$ cat config.mk
export PLATFORM = sky130hd
export DESIGN_NAME = qub_bus_select
export DESIGN_NICKNAME = d
export VERILOG_FILES = /design/src/logic/qub_pkg.sv /design/src/logic/qub_sync.sv /design/src/logic/qub_bus_select.sv
export SDC_FILE = /design/constraint.sdc
export NUM_CORES = 1
export LEC_CHECK = 0
export BUFFER_PORTS_ARGS = -buffer_cell sky130_fd_sc_hd__buf_4
export CAP_MARGIN = 20
export CORE_MARGIN = 8
export CORE_UTILIZATION = 49
export DETAILED_ROUTE_END_ITERATION = 6
export PLACE_DENSITY = 0.79
export REMOVE_ABC_BUFFERS = 1
export SLEW_MARGIN = 0
export SYNTH_ARGS = -nofsm -noshare
export SYNTH_HDL_FRONTEND = slang
export SYNTH_SLANG_ARGS = --single-unit
$ cat constraint.sdc
create_clock -name CLK_SYS_IN -period 1.8 [get_ports CLK_SYS_IN]
set_clock_uncertainty 0.05 [all_clocks]
set_input_delay 0.36 -clock CLK_SYS_IN [delete_from_list [all_inputs] [get_ports CLK_SYS_IN]]
set_output_delay 0.36 -clock CLK_SYS_IN [all_outputs]
set_load 0.1 [all_outputs]
$ cat src/logic/qub_pkg.sv
// constants and carrier types for the host bus style select and channel decode
// assumes one 200 MHz system clock; all bus pins arrive asynchronously
// Behaviour
// - strap high strobe style, low direction style
// - direction style: write pin is direction, read ignored
// - direction style: reset pin active low
// - direction style: interrupts merged on open-source request
// - three low address bits pick the register
// - direction style: upper bits pick channel under select
// - strobe style: upper address pins select B, C
// - direction style: common select low enables channels
// - strobe style: common select is channel A only
// - strobe style: transfer only for selected channels
// - strobe style: four active-high interrupt outputs
package qub_pkg;

    localparam int unsigned QUB_CHANNELS   = 4;
    localparam int unsigned QUB_REG_BITS   = 3;
    localparam int unsigned QUB_CHAN_BITS  = 2;
    localparam int unsigned QUB_SYNC_WIDTH = 12;

    // channel index of each channel inside the select vector
    localparam logic [1:0] QUB_CHAN_A = 2'h0;
    localparam logic [1:0] QUB_CHAN_B = 2'h1;
    localparam logic [1:0] QUB_CHAN_C = 2'h2;
    localparam logic [1:0] QUB_CHAN_D = 2'h3;

    localparam logic [3:0] QUB_SEL_NONE = 4'h0;
    localparam logic [2:0] QUB_REG_RST  = 3'h0;

    typedef enum logic {QUB_DIRECTION, QUB_STROBE} qub_style_t;

    // raw bus pins as seen after the synchroniser
    typedef struct packed {
        logic       bus_style;
        logic       device_reset;
        logic       read_strobe_n;
        logic       write_strobe_n;
        logic       channel_a_select_n;
        logic       channel_d_select_n;
        logic [1:0] channel_address_bits;
        logic [2:0] register_address_bits;
        logic       spare;
    } qub_pins_t;

    // synchroniser reset level: strap pulled up, strobes and selects released,
    // so no false access appears in the cycles after reset; style reads strobe in those cycles whatever the strap
    localparam qub_pins_t QUB_PINS_IDLE = '{
        bus_style:             1'b1,
        device_reset:          1'b0,
        read_strobe_n:         1'b1,
        write_strobe_n:        1'b1,
        channel_a_select_n:    1'b1,
        channel_d_select_n:    1'b1,
        channel_address_bits:  2'h3,
        register_address_bits: 3'h0,
        spare:                 1'b0
    };

    // decoded access toward the channels
    typedef struct packed {
        logic [3:0] chan_sel;
        logic       rd;
        logic       wr;
        logic [2:0] reg_addr;
    } qub_access_t;

endpackage

$ cat src/logic/qub_sync.sv
// two flip-flop synchroniser for a vector of asynchronous levels
// assumes each bit is a quasi-static level; no bus coherency is promised
module qub_sync
    import qub_pkg::*;
#(
    parameter int unsigned     WIDTH       = QUB_SYNC_WIDTH,
    parameter logic [WIDTH-1:0] RESET_VALUE = '0
) (
    input  wire logic             clk_in,
    input  wire logic             rst_n_in,
    input  wire logic [WIDTH-1:0] async_in,
    output logic      [WIDTH-1:0] sync_out
);

    logic [WIDTH-1:0] meta;

    always_ff @(posedge clk_in or negedge rst_n_in) begin
        if (!rst_n_in) begin
            meta     <= RESET_VALUE;
            sync_out <= RESET_VALUE;
        end else begin
            meta     <= async_in;
            sync_out <= meta;
        end
    end

endmodule

$ cat src/logic/qub_bus_select.sv
// host bus style select, channel decode and interrupt routing for four channels
// assumes the host holds address and selects stable around its strobes
module qub_bus_select
    import qub_pkg::*;
(
    input  wire logic       CLK_SYS_IN,
    input  wire logic       RST_N_IN,
    input  wire logic       BUS_STYLE_IN,
    input  wire logic       DEVICE_RESET_IN,
    input  wire logic       READ_STROBE_N_IN,
    input  wire logic       WRITE_STROBE_N_IN,
    input  wire logic       CHANNEL_A_SELECT_N_IN,
    input  wire logic       CHANNEL_D_SELECT_N_IN,
    input  wire logic [1:0] CHANNEL_ADDRESS_BITS_IN,
    input  wire logic [2:0] REGISTER_ADDRESS_BITS_IN,
    input  wire logic [3:0] CHAN_INT_COND_IN,
    output logic      [3:0] CHAN_SEL_OUT,
    output logic            CHAN_READ_OUT,
    output logic            CHAN_WRITE_OUT,
    output logic      [2:0] CHAN_REG_ADDR_OUT,
    output logic            UART_RESET_OUT,
    output logic      [3:0] INT_OUT,
    output logic            IRQ_OUT,
    output logic            IRQ_OE_OUT
);

    ////////////////////////////////////////////////////////////////////////////
    // pin synchroniser

    qub_pins_t raw;
    qub_pins_t s;
    logic [3:0] int_cond;

    always_comb begin
        raw.bus_style             = BUS_STYLE_IN;
        raw.device_reset          = DEVICE_RESET_IN;
        raw.read_strobe_n         = READ_STROBE_N_IN;
        raw.write_strobe_n        = WRITE_STROBE_N_IN;
        raw.channel_a_select_n    = CHANNEL_A_SELECT_N_IN;
        raw.channel_d_select_n    = CHANNEL_D_SELECT_N_IN;
        raw.channel_address_bits  = CHANNEL_ADDRESS_BITS_IN;
        raw.register_address_bits = REGISTER_ADDRESS_BITS_IN;
        raw.spare                 = 1'b0;
    end

    // reset to the idle pin levels: an all-zero reset would look like an
    // active common select with a write in direction style
    qub_sync #(.WIDTH(QUB_SYNC_WIDTH), .RESET_VALUE(QUB_PINS_IDLE)) u_sync (
        .clk_in   (CLK_SYS_IN),
        .rst_n_in (RST_N_IN),
        .async_in (raw),
        .sync_out (s)
    );

    // interrupt conditions come from the channel logic on this clock: no sync
    assign int_cond = CHAN_INT_COND_IN;

    ////////////////////////////////////////////////////////////////////////////
    // decode

    qub_style_t  style;
    qub_access_t next_acc;
    qub_access_t acc;
    logic        next_reset;
    logic [3:0]  next_int;
    logic        next_irq;
    logic        next_irq_oe;
    logic        any_int;

    assign style   = s.bus_style ? QUB_STROBE : QUB_DIRECTION;
    assign any_int = |int_cond;

    always_comb begin
        next_acc          = '0;
        next_acc.reg_addr = s.register_address_bits;
        case (style)
            QUB_STROBE: begin
                next_acc.chan_sel[QUB_CHAN_A] = ~s.channel_a_select_n;
                // upper pins select B and C
                next_acc.chan_sel[QUB_CHAN_B] = ~s.channel_address_bits[0];
                next_acc.chan_sel[QUB_CHAN_C] = ~s.channel_address_bits[1];
                next_acc.chan_sel[QUB_CHAN_D] = ~s.channel_d_select_n;
                // strobes only count with a select
                next_acc.rd = (next_acc.chan_sel != QUB_SEL_NONE) & ~s.read_strobe_n;
                next_acc.wr = (next_acc.chan_sel != QUB_SEL_NONE) & ~s.write_strobe_n;
            end
            QUB_DIRECTION: begin
                // common select enables, upper bits choose
                if (!s.channel_a_select_n) begin
                    next_acc.chan_sel[s.channel_address_bits] = 1'b1;
                    // write pin is direction, read pin ignored
                    next_acc.rd = s.write_strobe_n;
                    next_acc.wr = ~s.write_strobe_n;
                end
            end
            default: begin
                next_acc = '0;
            end
        endcase
    end

    always_comb begin
        next_reset = (style == QUB_STROBE) ? s.device_reset : ~s.device_reset;
        if (style == QUB_STROBE) begin
            next_int    = int_cond;
            next_irq    = 1'b0;
            next_irq_oe = 1'b0;
        end else begin
            next_int    = QUB_SEL_NONE;
            next_irq    = any_int;
            next_irq_oe = any_int;
        end
    end

    ////////////////////////////////////////////////////////////////////////////
    // output registers

    // uart reset held active while the system reset is applied
    always_ff @(posedge CLK_SYS_IN or negedge RST_N_IN) begin
        if (!RST_N_IN) begin
            acc            <= '0;
            UART_RESET_OUT <= 1'b1;
            INT_OUT        <= QUB_SEL_NONE;
            IRQ_OUT        <= 1'b0;
            IRQ_OE_OUT     <= 1'b0;
        end else begin
            acc            <= next_acc;
            UART_RESET_OUT <= next_reset;
            INT_OUT        <= next_int;
            IRQ_OUT        <= next_irq;
            IRQ_OE_OUT     <= next_irq_oe;
        end
    end

    assign CHAN_SEL_OUT      = acc.chan_sel;
    assign CHAN_READ_OUT     = acc.rd;
    assign CHAN_WRITE_OUT    = acc.wr;
    assign CHAN_REG_ADDR_OUT = acc.reg_addr;
endmodule

==> results of run 1 <==
## per-layer routing
| metal | GRT usage | vias up | part of all wire |
|---|---|---|---|
| met3 | 0.0724 | 6 | 0.12 |
| met2 | 0.134 | 27 | 0.50 |
| met1 | 0.0828 | 270 | 0.35 |
| li1 | - | 271 | - |
| met4 | 0.0669 | 0 | 0.034 |
| met5 | 0 | - | 0 |
## metrics by stage
step / utilization / TNS, ns / setup slack (ns) / total power, uW / hold WS [ns]
global placement: 0.629 / 0 / 0.620 / 1190 / 0.269
finish: 0.656 / 0 / 0.271 / 1560 / 0.0882
global route: 0.656 / 0 / 0.223 / 1630 / 0.0499
floorplan: - / -0.177 / -0.0887 / 1110 / 0.0144
detailed placement: 0.629 / 0 / 0.595 / 1200 / 0.277
CTS: 0.656 / 0 / 0.247 / 1580 / 0.0689
## flip-flops by register name, summed over array words and instances (netlist names)
| signal | count |
|---|---|
| CHAN_READ_OUT | 1 |
| u_sync.meta | 11 |
| IRQ_OE_OUT | 1 |
| CHAN_REG_ADDR_OUT | 3 |
| INT_OUT | 4 |
| UART_RESET_OUT | 1 |
| CHAN_WRITE_OUT | 1 |
| u_sync.sync_out | 11 |
| CHAN_SEL_OUT | 4 |
## cell usage after synthesis (2+ instances only)
| cell type | count | area share |
|---|---|---|
| o21ai_0 | 2 | 0.0090 |
| dfrtp_1 | 22 | 0.50 |
| and2_1 | 4 | 0.023 |
| dfstp_2 | 15 | 0.36 |
## timing repair
item                                   in CTS  in global routing
endpoints found under the hold margin      22                  0
resized for setup                           0                  0
setup buffers                               0                  0
hold buffers                                1                  0
## area by class of cell
class,instances,area share
flip-flops and latches,37,0.663
repair buffers,33,0.176
multi-input cells,19,0.0984
clock buffers,7,0.0316
well taps,28,0.0246
clock inverters,1,0.00351
inverters,1,0.00264
## kinds of logic after synthesis
| family | count (synthesis) | share of synthesized area |
|---|---|---|
| XOR/XNOR | 1 | 0.00791 |
| AND/OR/NAND/NOR | 12 | 0.0825 |
| AO/OA/AOI/OAI | 6 | 0.0362 |
| buffers and inverters | 3 | 0.0203 |
| flip-flops | 37 | 0.853 |
## power by group through the flow
stage	combinational [uW]	sequential, uW	clock (uW)
floorplan	17.3	1090	0
global placement	267	923	0
CTS	271	911	398
detailed placement	269	926	0
finish	268	910	380
global route	278	916	437
## worst reg2reg max path: stages (launching register included)
cell	delay (ns)
dfstp_2	0.58
or4b_4	0.47
o21ai_2	0.06
## worst max-delay path by stage
| stage | startpoint | end |
|---|---|---|
| CTS | UART_RESET_OUT | UART_RESET_OUT |
| global placement | UART_RESET_OUT | UART_RESET_OUT |
| detailed placement | u_sync.sync_out[5] | CHAN_SEL_OUT[2] |
| finish | UART_RESET_OUT | UART_RESET_OUT |
| global route | UART_RESET_OUT | UART_RESET_OUT |
| floorplan | IRQ_OE_OUT | IRQ_OE_OUT |
==> metrics.md, run 1 <==
| Metric | Value |
|---|---|
| Top delay family on crit path | `flip-flops` |
| Placed cell area | `1360 um^2` |
| Avg Cell Area, Syn | `18.8 um^2` |
| Post-synth EDFFs | `0` |
| # diodes | `0` |
| Final Hold Fails | `0` |
| Required @ worst endpoint | `1.39 ns` |
| Die ar. | `4040 um^2` |
| Sequential fraction of the synthesis area | `0.853` |
| Via count | `574` |
| Fin area | `around 1400 um^2` |
| CTS root buf | `clkbuf_4` |
| Leakage power | `0.000662 uW` |
| Synth Instances | `59` |
| Gpl congestion | `0.653` |
| FFs w/ async S/R, synth | `1.00` |
| Num Clock Sinks | `37` |
| Fillers | `about 170` |
| Clk Latency, worst-skew pair | `between 0.3 and 0.4 ns` |
| Initial Utilization | `0.510` |
| CP max stage cell | `dfstp_2` |
| Setup crit start kind | `register` |
| H-Tree Depth | `2` |
| Sw Ratio | `0.290` |
| Ys flop type | `dfrtp_1` |
| Drt total wl | `approximately 1600 um` |
| R2R Setup Slk | `about 0.57 ns` |
| CP Capture Type | `primary output` |
| Tcrit/Tclk final | `0.850` |
| Ports | `33` |
| Critical Path Stages | `1` |
| Non-filler instance count after layout | `roughly 130` |
| Switch Pwr | `around 450 uW` |
| Yosys reg bits | `37` |
| Total gr overflow | `0` |
| Synth Warn # | `0` |
| HP Class | `input port to register` |
| Worst hold path depth | `1` |
| Starting DRT DRC Count | `4` |
| Synth unique cells | `20` |
| Pwr per Cell Area | `roughly 1100 nW/um^2` |
| Slew HR | `0.722` |
| Sequential Power Share | `0.584` |
| Commonest non-fill, non-tap cell in the layout | `buf_4` |
| Max Freq | `roughly 0.65 GHz` |
| # nets final | `between 100 and 150` |
| Initial antenna violation count | `0` |
| CP max FO | `1` |
| Most frequent cells in the layout | `buf_4, dfrtp_1, dfstp_2, clkbuf_4, and2_1` |
| Routed vias/inst | `4.56` |
| DR pass1 iterations | `3` |
| P_int | `1110 uW` |
| Layout area overhead | `28.6%` |
| Die Y-Extent | `roughly 64 um` |
| Unrepaired setup endpoints after global routing | `false` |
| Fin. max-slew vios | `0` |
| Power share of the combinational group | `0.172` |
| Min Tclk post-route | `roughly 1.5 ns` |
| Input/output buffers | `32` |
| Clock power share | `0.244` |
| Clock buffer depth | `2` |
| Synthesized area | `roughly 1100 um^2` |
| Worst Path Buf+Inv | `1` |
| Placed Cells | `approximately 120` |
| Status | `finished, final reports clean` |
| Slowest Stage Delay on Critical Path | `between 0.5 and 0.6 ns` |
| Worst reg2reg startpoint | `u_sync.sync_out[5]` |
| Max_cap viols | `0` |
| Core Area | `about 2200 um^2` |
| Min-delay src | `READ_STROBE_N_IN` |
| Worst slew pin tran | `~0.42 ns` |
| FF-to-FF End | `CHAN_SEL_OUT[2]` |
| First-pass GRT wire length | `approximately 2700 um` |
| Row Count | `17` |
| Clock buffer count from CTS | `5` |
| CTS tree | `yes` |
| Worst Reg2Reg Path Length in Cells | `2` |
| CP Class | `register to primary output` |
| Critical-path cell list | `buf_4` |
| Worst hold endpoint | `u_sync.meta[9]` |
| DR WL/cell | `approximately 13 um` |
| Setup violations, final | `0` |
| Antenna viol nets, final | `0` |
| Area of the multi-input gates | `140 um^2` |
| Die width | `roughly 64 um` |
| Clock-pin transition on the worst setup and hold timing paths | `roughly 0.090 ns` |
| GR Util All Layers | `0.0913` |
| Register area | `945 um^2` |
| Largest net degree at the start of global routing | `38` |
| Layout cells sized above 1 | `0.571` |
| Arr. time, crit path | `~1.1 ns` |
| Vias in the first global route | `601` |
| DRC Markers | `0` |
| VDD IR max | `785 uV` |
Note: power is estimated with default switching activity, not from simulation.
==> inputs of run 2 (changes only) <==
--- a/config.mk
+++ b/config.mk
@@ -8,9 +8,9 @@
 export BUFFER_PORTS_ARGS = -buffer_cell sky130_fd_sc_hd__buf_4
 export CAP_MARGIN = 20
 export CORE_MARGIN = 8
-export CORE_UTILIZATION = 49
+export CORE_UTILIZATION = 48
 export DETAILED_ROUTE_END_ITERATION = 6
-export PLACE_DENSITY = 0.79
+export PLACE_DENSITY = 0.78
 export REMOVE_ABC_BUFFERS = 1
 export SLEW_MARGIN = 0
 export SYNTH_ARGS = -nofsm -noshare
==> constraint.sdc (replaced) <==
create_clock -name CLK_SYS_IN -period 1.5 [get_ports CLK_SYS_IN]
set_clock_uncertainty 0.05 [all_clocks]
set_input_delay 0.3 -clock CLK_SYS_IN [delete_from_list [all_inputs] [get_ports CLK_SYS_IN]]
set_output_delay 0.3 -clock CLK_SYS_IN [all_outputs]
set_load 0.1 [all_outputs]
==> run 2 against run 1 <==
  * Highest routed layer unchanged
  * Global-route usage shrank 0.56 points
  * Sequential power increased by 20%
  * Count of clock-buffer cells in the layout down 2
  * Non-clock buffer count rose by 11
  * Die area increased by 1.6%
  * Combinational power is 29% higher
  * Critical endpoint unchanged
==> metrics.md, run 2 (synthesis gave the netlist of run 1 again) <==
| Metric | Value |
|---|---|
| First-pass GRT wire length | `2660 um (was 2700 um)` |
| Die width | `64.0 um (was 63.5 um)` |
| Grt met3 use | `0.0749 (was 0.0724)` |
| Critical Path Stages | `1 (unchanged)` |
| Crit. Startpoint | `UART_RESET_OUT (unchanged)` |
| GR Util All Layers | `0.0857 (was 0.0913)` |
| # diodes | `0 (unchanged)` |
| Clock buffer count from CTS | `5 (unchanged)` |
| Register area | `945 um^2 (unchanged)` |
| Worst slew pin tran | `0.423 ns (was 0.418 ns)` |
| Row Count | `17 (unchanged)` |
| Num Clock Sinks | `37 (unchanged)` |
| Met2 usage | `0.133 (was 0.134)` |
| Max Freq | `0.704 GHz` |
| Top delay family on crit path | `flip-flops (unchanged)` |
| H-Tree Depth | `2 (unchanged)` |
| Clock-pin transition on the worst setup and hold timing paths | `0.10 ns (was 0.09 ns)` |
| Leakage power | `0.000715 uW (was 0.000662 uW)` |
| Area of the multi-input gates | `140 um^2 (unchanged)` |
| CP max FO | `1 (unchanged)` |
| GR Util met1 | `0.0761 (was 0.0828)` |
| Vias in the first global route | `628 (was 601)` |
| CP max stage cell | `dfstp_2 (unchanged)` |
| CP Class | `register to primary output (unchanged)` |
| Ports | `33 (unchanged)` |
| Setup violations, final | `0 (unchanged)` |
| Setup WS pre-CTS | `0.296 ns (was 0.595 ns)` |
| CTS tree | `yes (unchanged)` |
| Worst setup path endpoint | `UART_RESET_OUT (unchanged)` |
| CTS root buf | `clkbuf_4 (unchanged)` |
| Antenna viol nets, final | `0 (unchanged)` |
| Fillers | `135 (was 174)` |
| Slowest Stage Delay on Critical Path | `0.54 ns (was 0.52 ns)` |
| Gpl congestion | `0.773 (was 0.653)` |
| Via count | `628 (was 574)` |
| FF-to-FF End | `CHAN_SEL_OUT[2] (unchanged)` |
| Worst reg2reg startpoint | `u_sync.sync_out[5] (unchanged)` |
| Min Tclk post-route | `approximately 1.4 ns` |
| Die Y-Extent | `64.0 um (was 63.5 um)` |
| VDD IR max | `982 uV (was 785 uV)` |
| Max_cap viols | `0 (unchanged)` |
| Non-filler instance count after layout | `137 (was 126)` |
| Layout cells sized above 1 | `0.532 (was 0.571)` |
| Commonest non-fill, non-tap cell in the layout | `buf_4 (unchanged)` |
| HP Class | `input port to register (unchanged)` |
| DR pass1 iterations | `4 (was 3)` |
| Clock buffer depth | `2 (unchanged)` |
| Largest net degree at the start of global routing | `38 (unchanged)` |
| Post-CTS setup buffer count | `0 (unchanged)` |
| Layout area overhead | `39.2% (was 28.6%)` |
| Routed vias/inst | `4.58 (was 4.56)` |
| Pwr per Cell Area | `1240 nW/um^2 (was 1090 nW/um^2)` |
| Die ar. | `4100 um^2 (was 4040 um^2)` |
| Fin. max-slew vios | `0 (unchanged)` |
| GRT busiest layer | `met2 (unchanged)` |
| Slew HR | `0.718 (was 0.722)` |
| Drt total wl | `1660 um (was 1630 um)` |
| Final Hold Fails | `0 (unchanged)` |
| R2R Setup Slk | `0.27 ns (was 0.57 ns)` |
| # nets final | `125 (was 114)` |
| Starting DRT DRC Count | `3 (was 4)` |
| Placed Cells | `117 (unchanged)` |
| Input/output buffers | `32 (unchanged)` |
| Final setup margin | `0.0792 ns (was 0.271 ns)` |
| Required @ worst endpoint | `1.15 ns (was 1.39 ns)` |
| Biggest regs | `u_sync.meta x11, u_sync.sync_out x11 (unchanged)` |
| CP Capture Type | `primary output (unchanged)` |
| Initial antenna violation count | `0 (unchanged)` |
| Arr. time, crit path | `1.07 ns (was 1.12 ns)` |
| DRC Markers | `0 (unchanged)` |
| Status | `finished, final reports clean (unchanged)` |
| DR WL/cell | `12.1 um (was 12.9 um)` |
| Critical-path cell list | `buf_6 (was buf_4)` |
| Clk Latency, worst-skew pair | `0.32 ns (about the same)` |
| Total gr overflow | `0 (unchanged)` |
| Unrepaired setup endpoints after global routing | `false (unchanged)` |
| Most frequent cells in the layout | `buf_4, dfrtp_1, dfstp_2, dlygate4sd3_1, clkbuf_4 (was buf_4, dfrtp_1, dfstp_2, clkbuf_4, and2_1)` |
| Worst Reg2Reg Path Length in Cells | `2 (unchanged)` |
| Core Area | `2190 um^2 (was 2170 um^2)` |
| Initial Utilization | `0.505 (was 0.510)` |
| Tcrit/Tclk final | `0.947` |
| Worst Path Buf+Inv | `1 (unchanged)` |
| Setup crit start kind | `register (unchanged)` |
| Dpl hpwl | `between 1000 and 1500 um` |
run 2: cell types whose count changed in the layout (fill, tap and decap cells not counted), sizes merged:
cell and change:
clkbuf -2, inv +1, clkinv +1, dlygate4sd3 +11
run 2: report_power, final:
group	total, uW	switching [uW]	internal, uW
Clock	476	298	178
Combinational	347	250	96.5
Sequential	1090	23.6	1070
run 2: worst min path at each step:
stage	startpoint	end	slack (ns)	cells past startpoint
4_1_cts	BUS_STYLE_IN	u_sync.meta[11]	0.007	1
3_3_place_gp	RST_N_IN	CHAN_READ_OUT	0.21	1
2_1_floorplan	RST_N_IN	CHAN_READ_OUT	-0.05	0
5_1_grt	CHAN_INT_COND_IN[0]	INT_OUT[0]	0.13	2
3_5_place_dp	RST_N_IN	u_sync.meta[3]	0.22	1
6_report	CHAN_INT_COND_IN[2]	INT_OUT[2]	0.16	2
run 2: what timing repair did:
action | 4_1_cts | 5_1_grt
endpoints found under the setup margin | 0 | 1
endpoints found under the hold margin | 22 | 11
hold buffers | 1 | 11
gates resized for setup | 0 | 1
run 2: routing by layer:
metal  routed length (um)  up-vias
met1                  596      304
li1                     -      294
met3                  176        2
met2                  873       28
met4                   13        0
met5                    0        -
run 2: through the flow:
step                power, uW  hold slack, ns  TNS, ns   util  cell area, um^2
floorplan                1330         -0.0456   -0.657      -             1090
global route             2010           0.126        0  0.704             1540
finish                   1920           0.155        0  0.704             1540
CTS                      1920         0.00660        0  0.652             1430
global placement         1430           0.212        0  0.623             1360
detailed placement       1430           0.218        0  0.623             1360
run 2: area by class of cell:
cell class	instances	share of cell area
inverters	1	0.00244
clock buffers	5	0.0244
multi-input cells	19	0.0909
flip-flops and latches	37	0.613
repair buffers	44	0.236
well taps	28	0.0227
clock inverters	3	0.0106
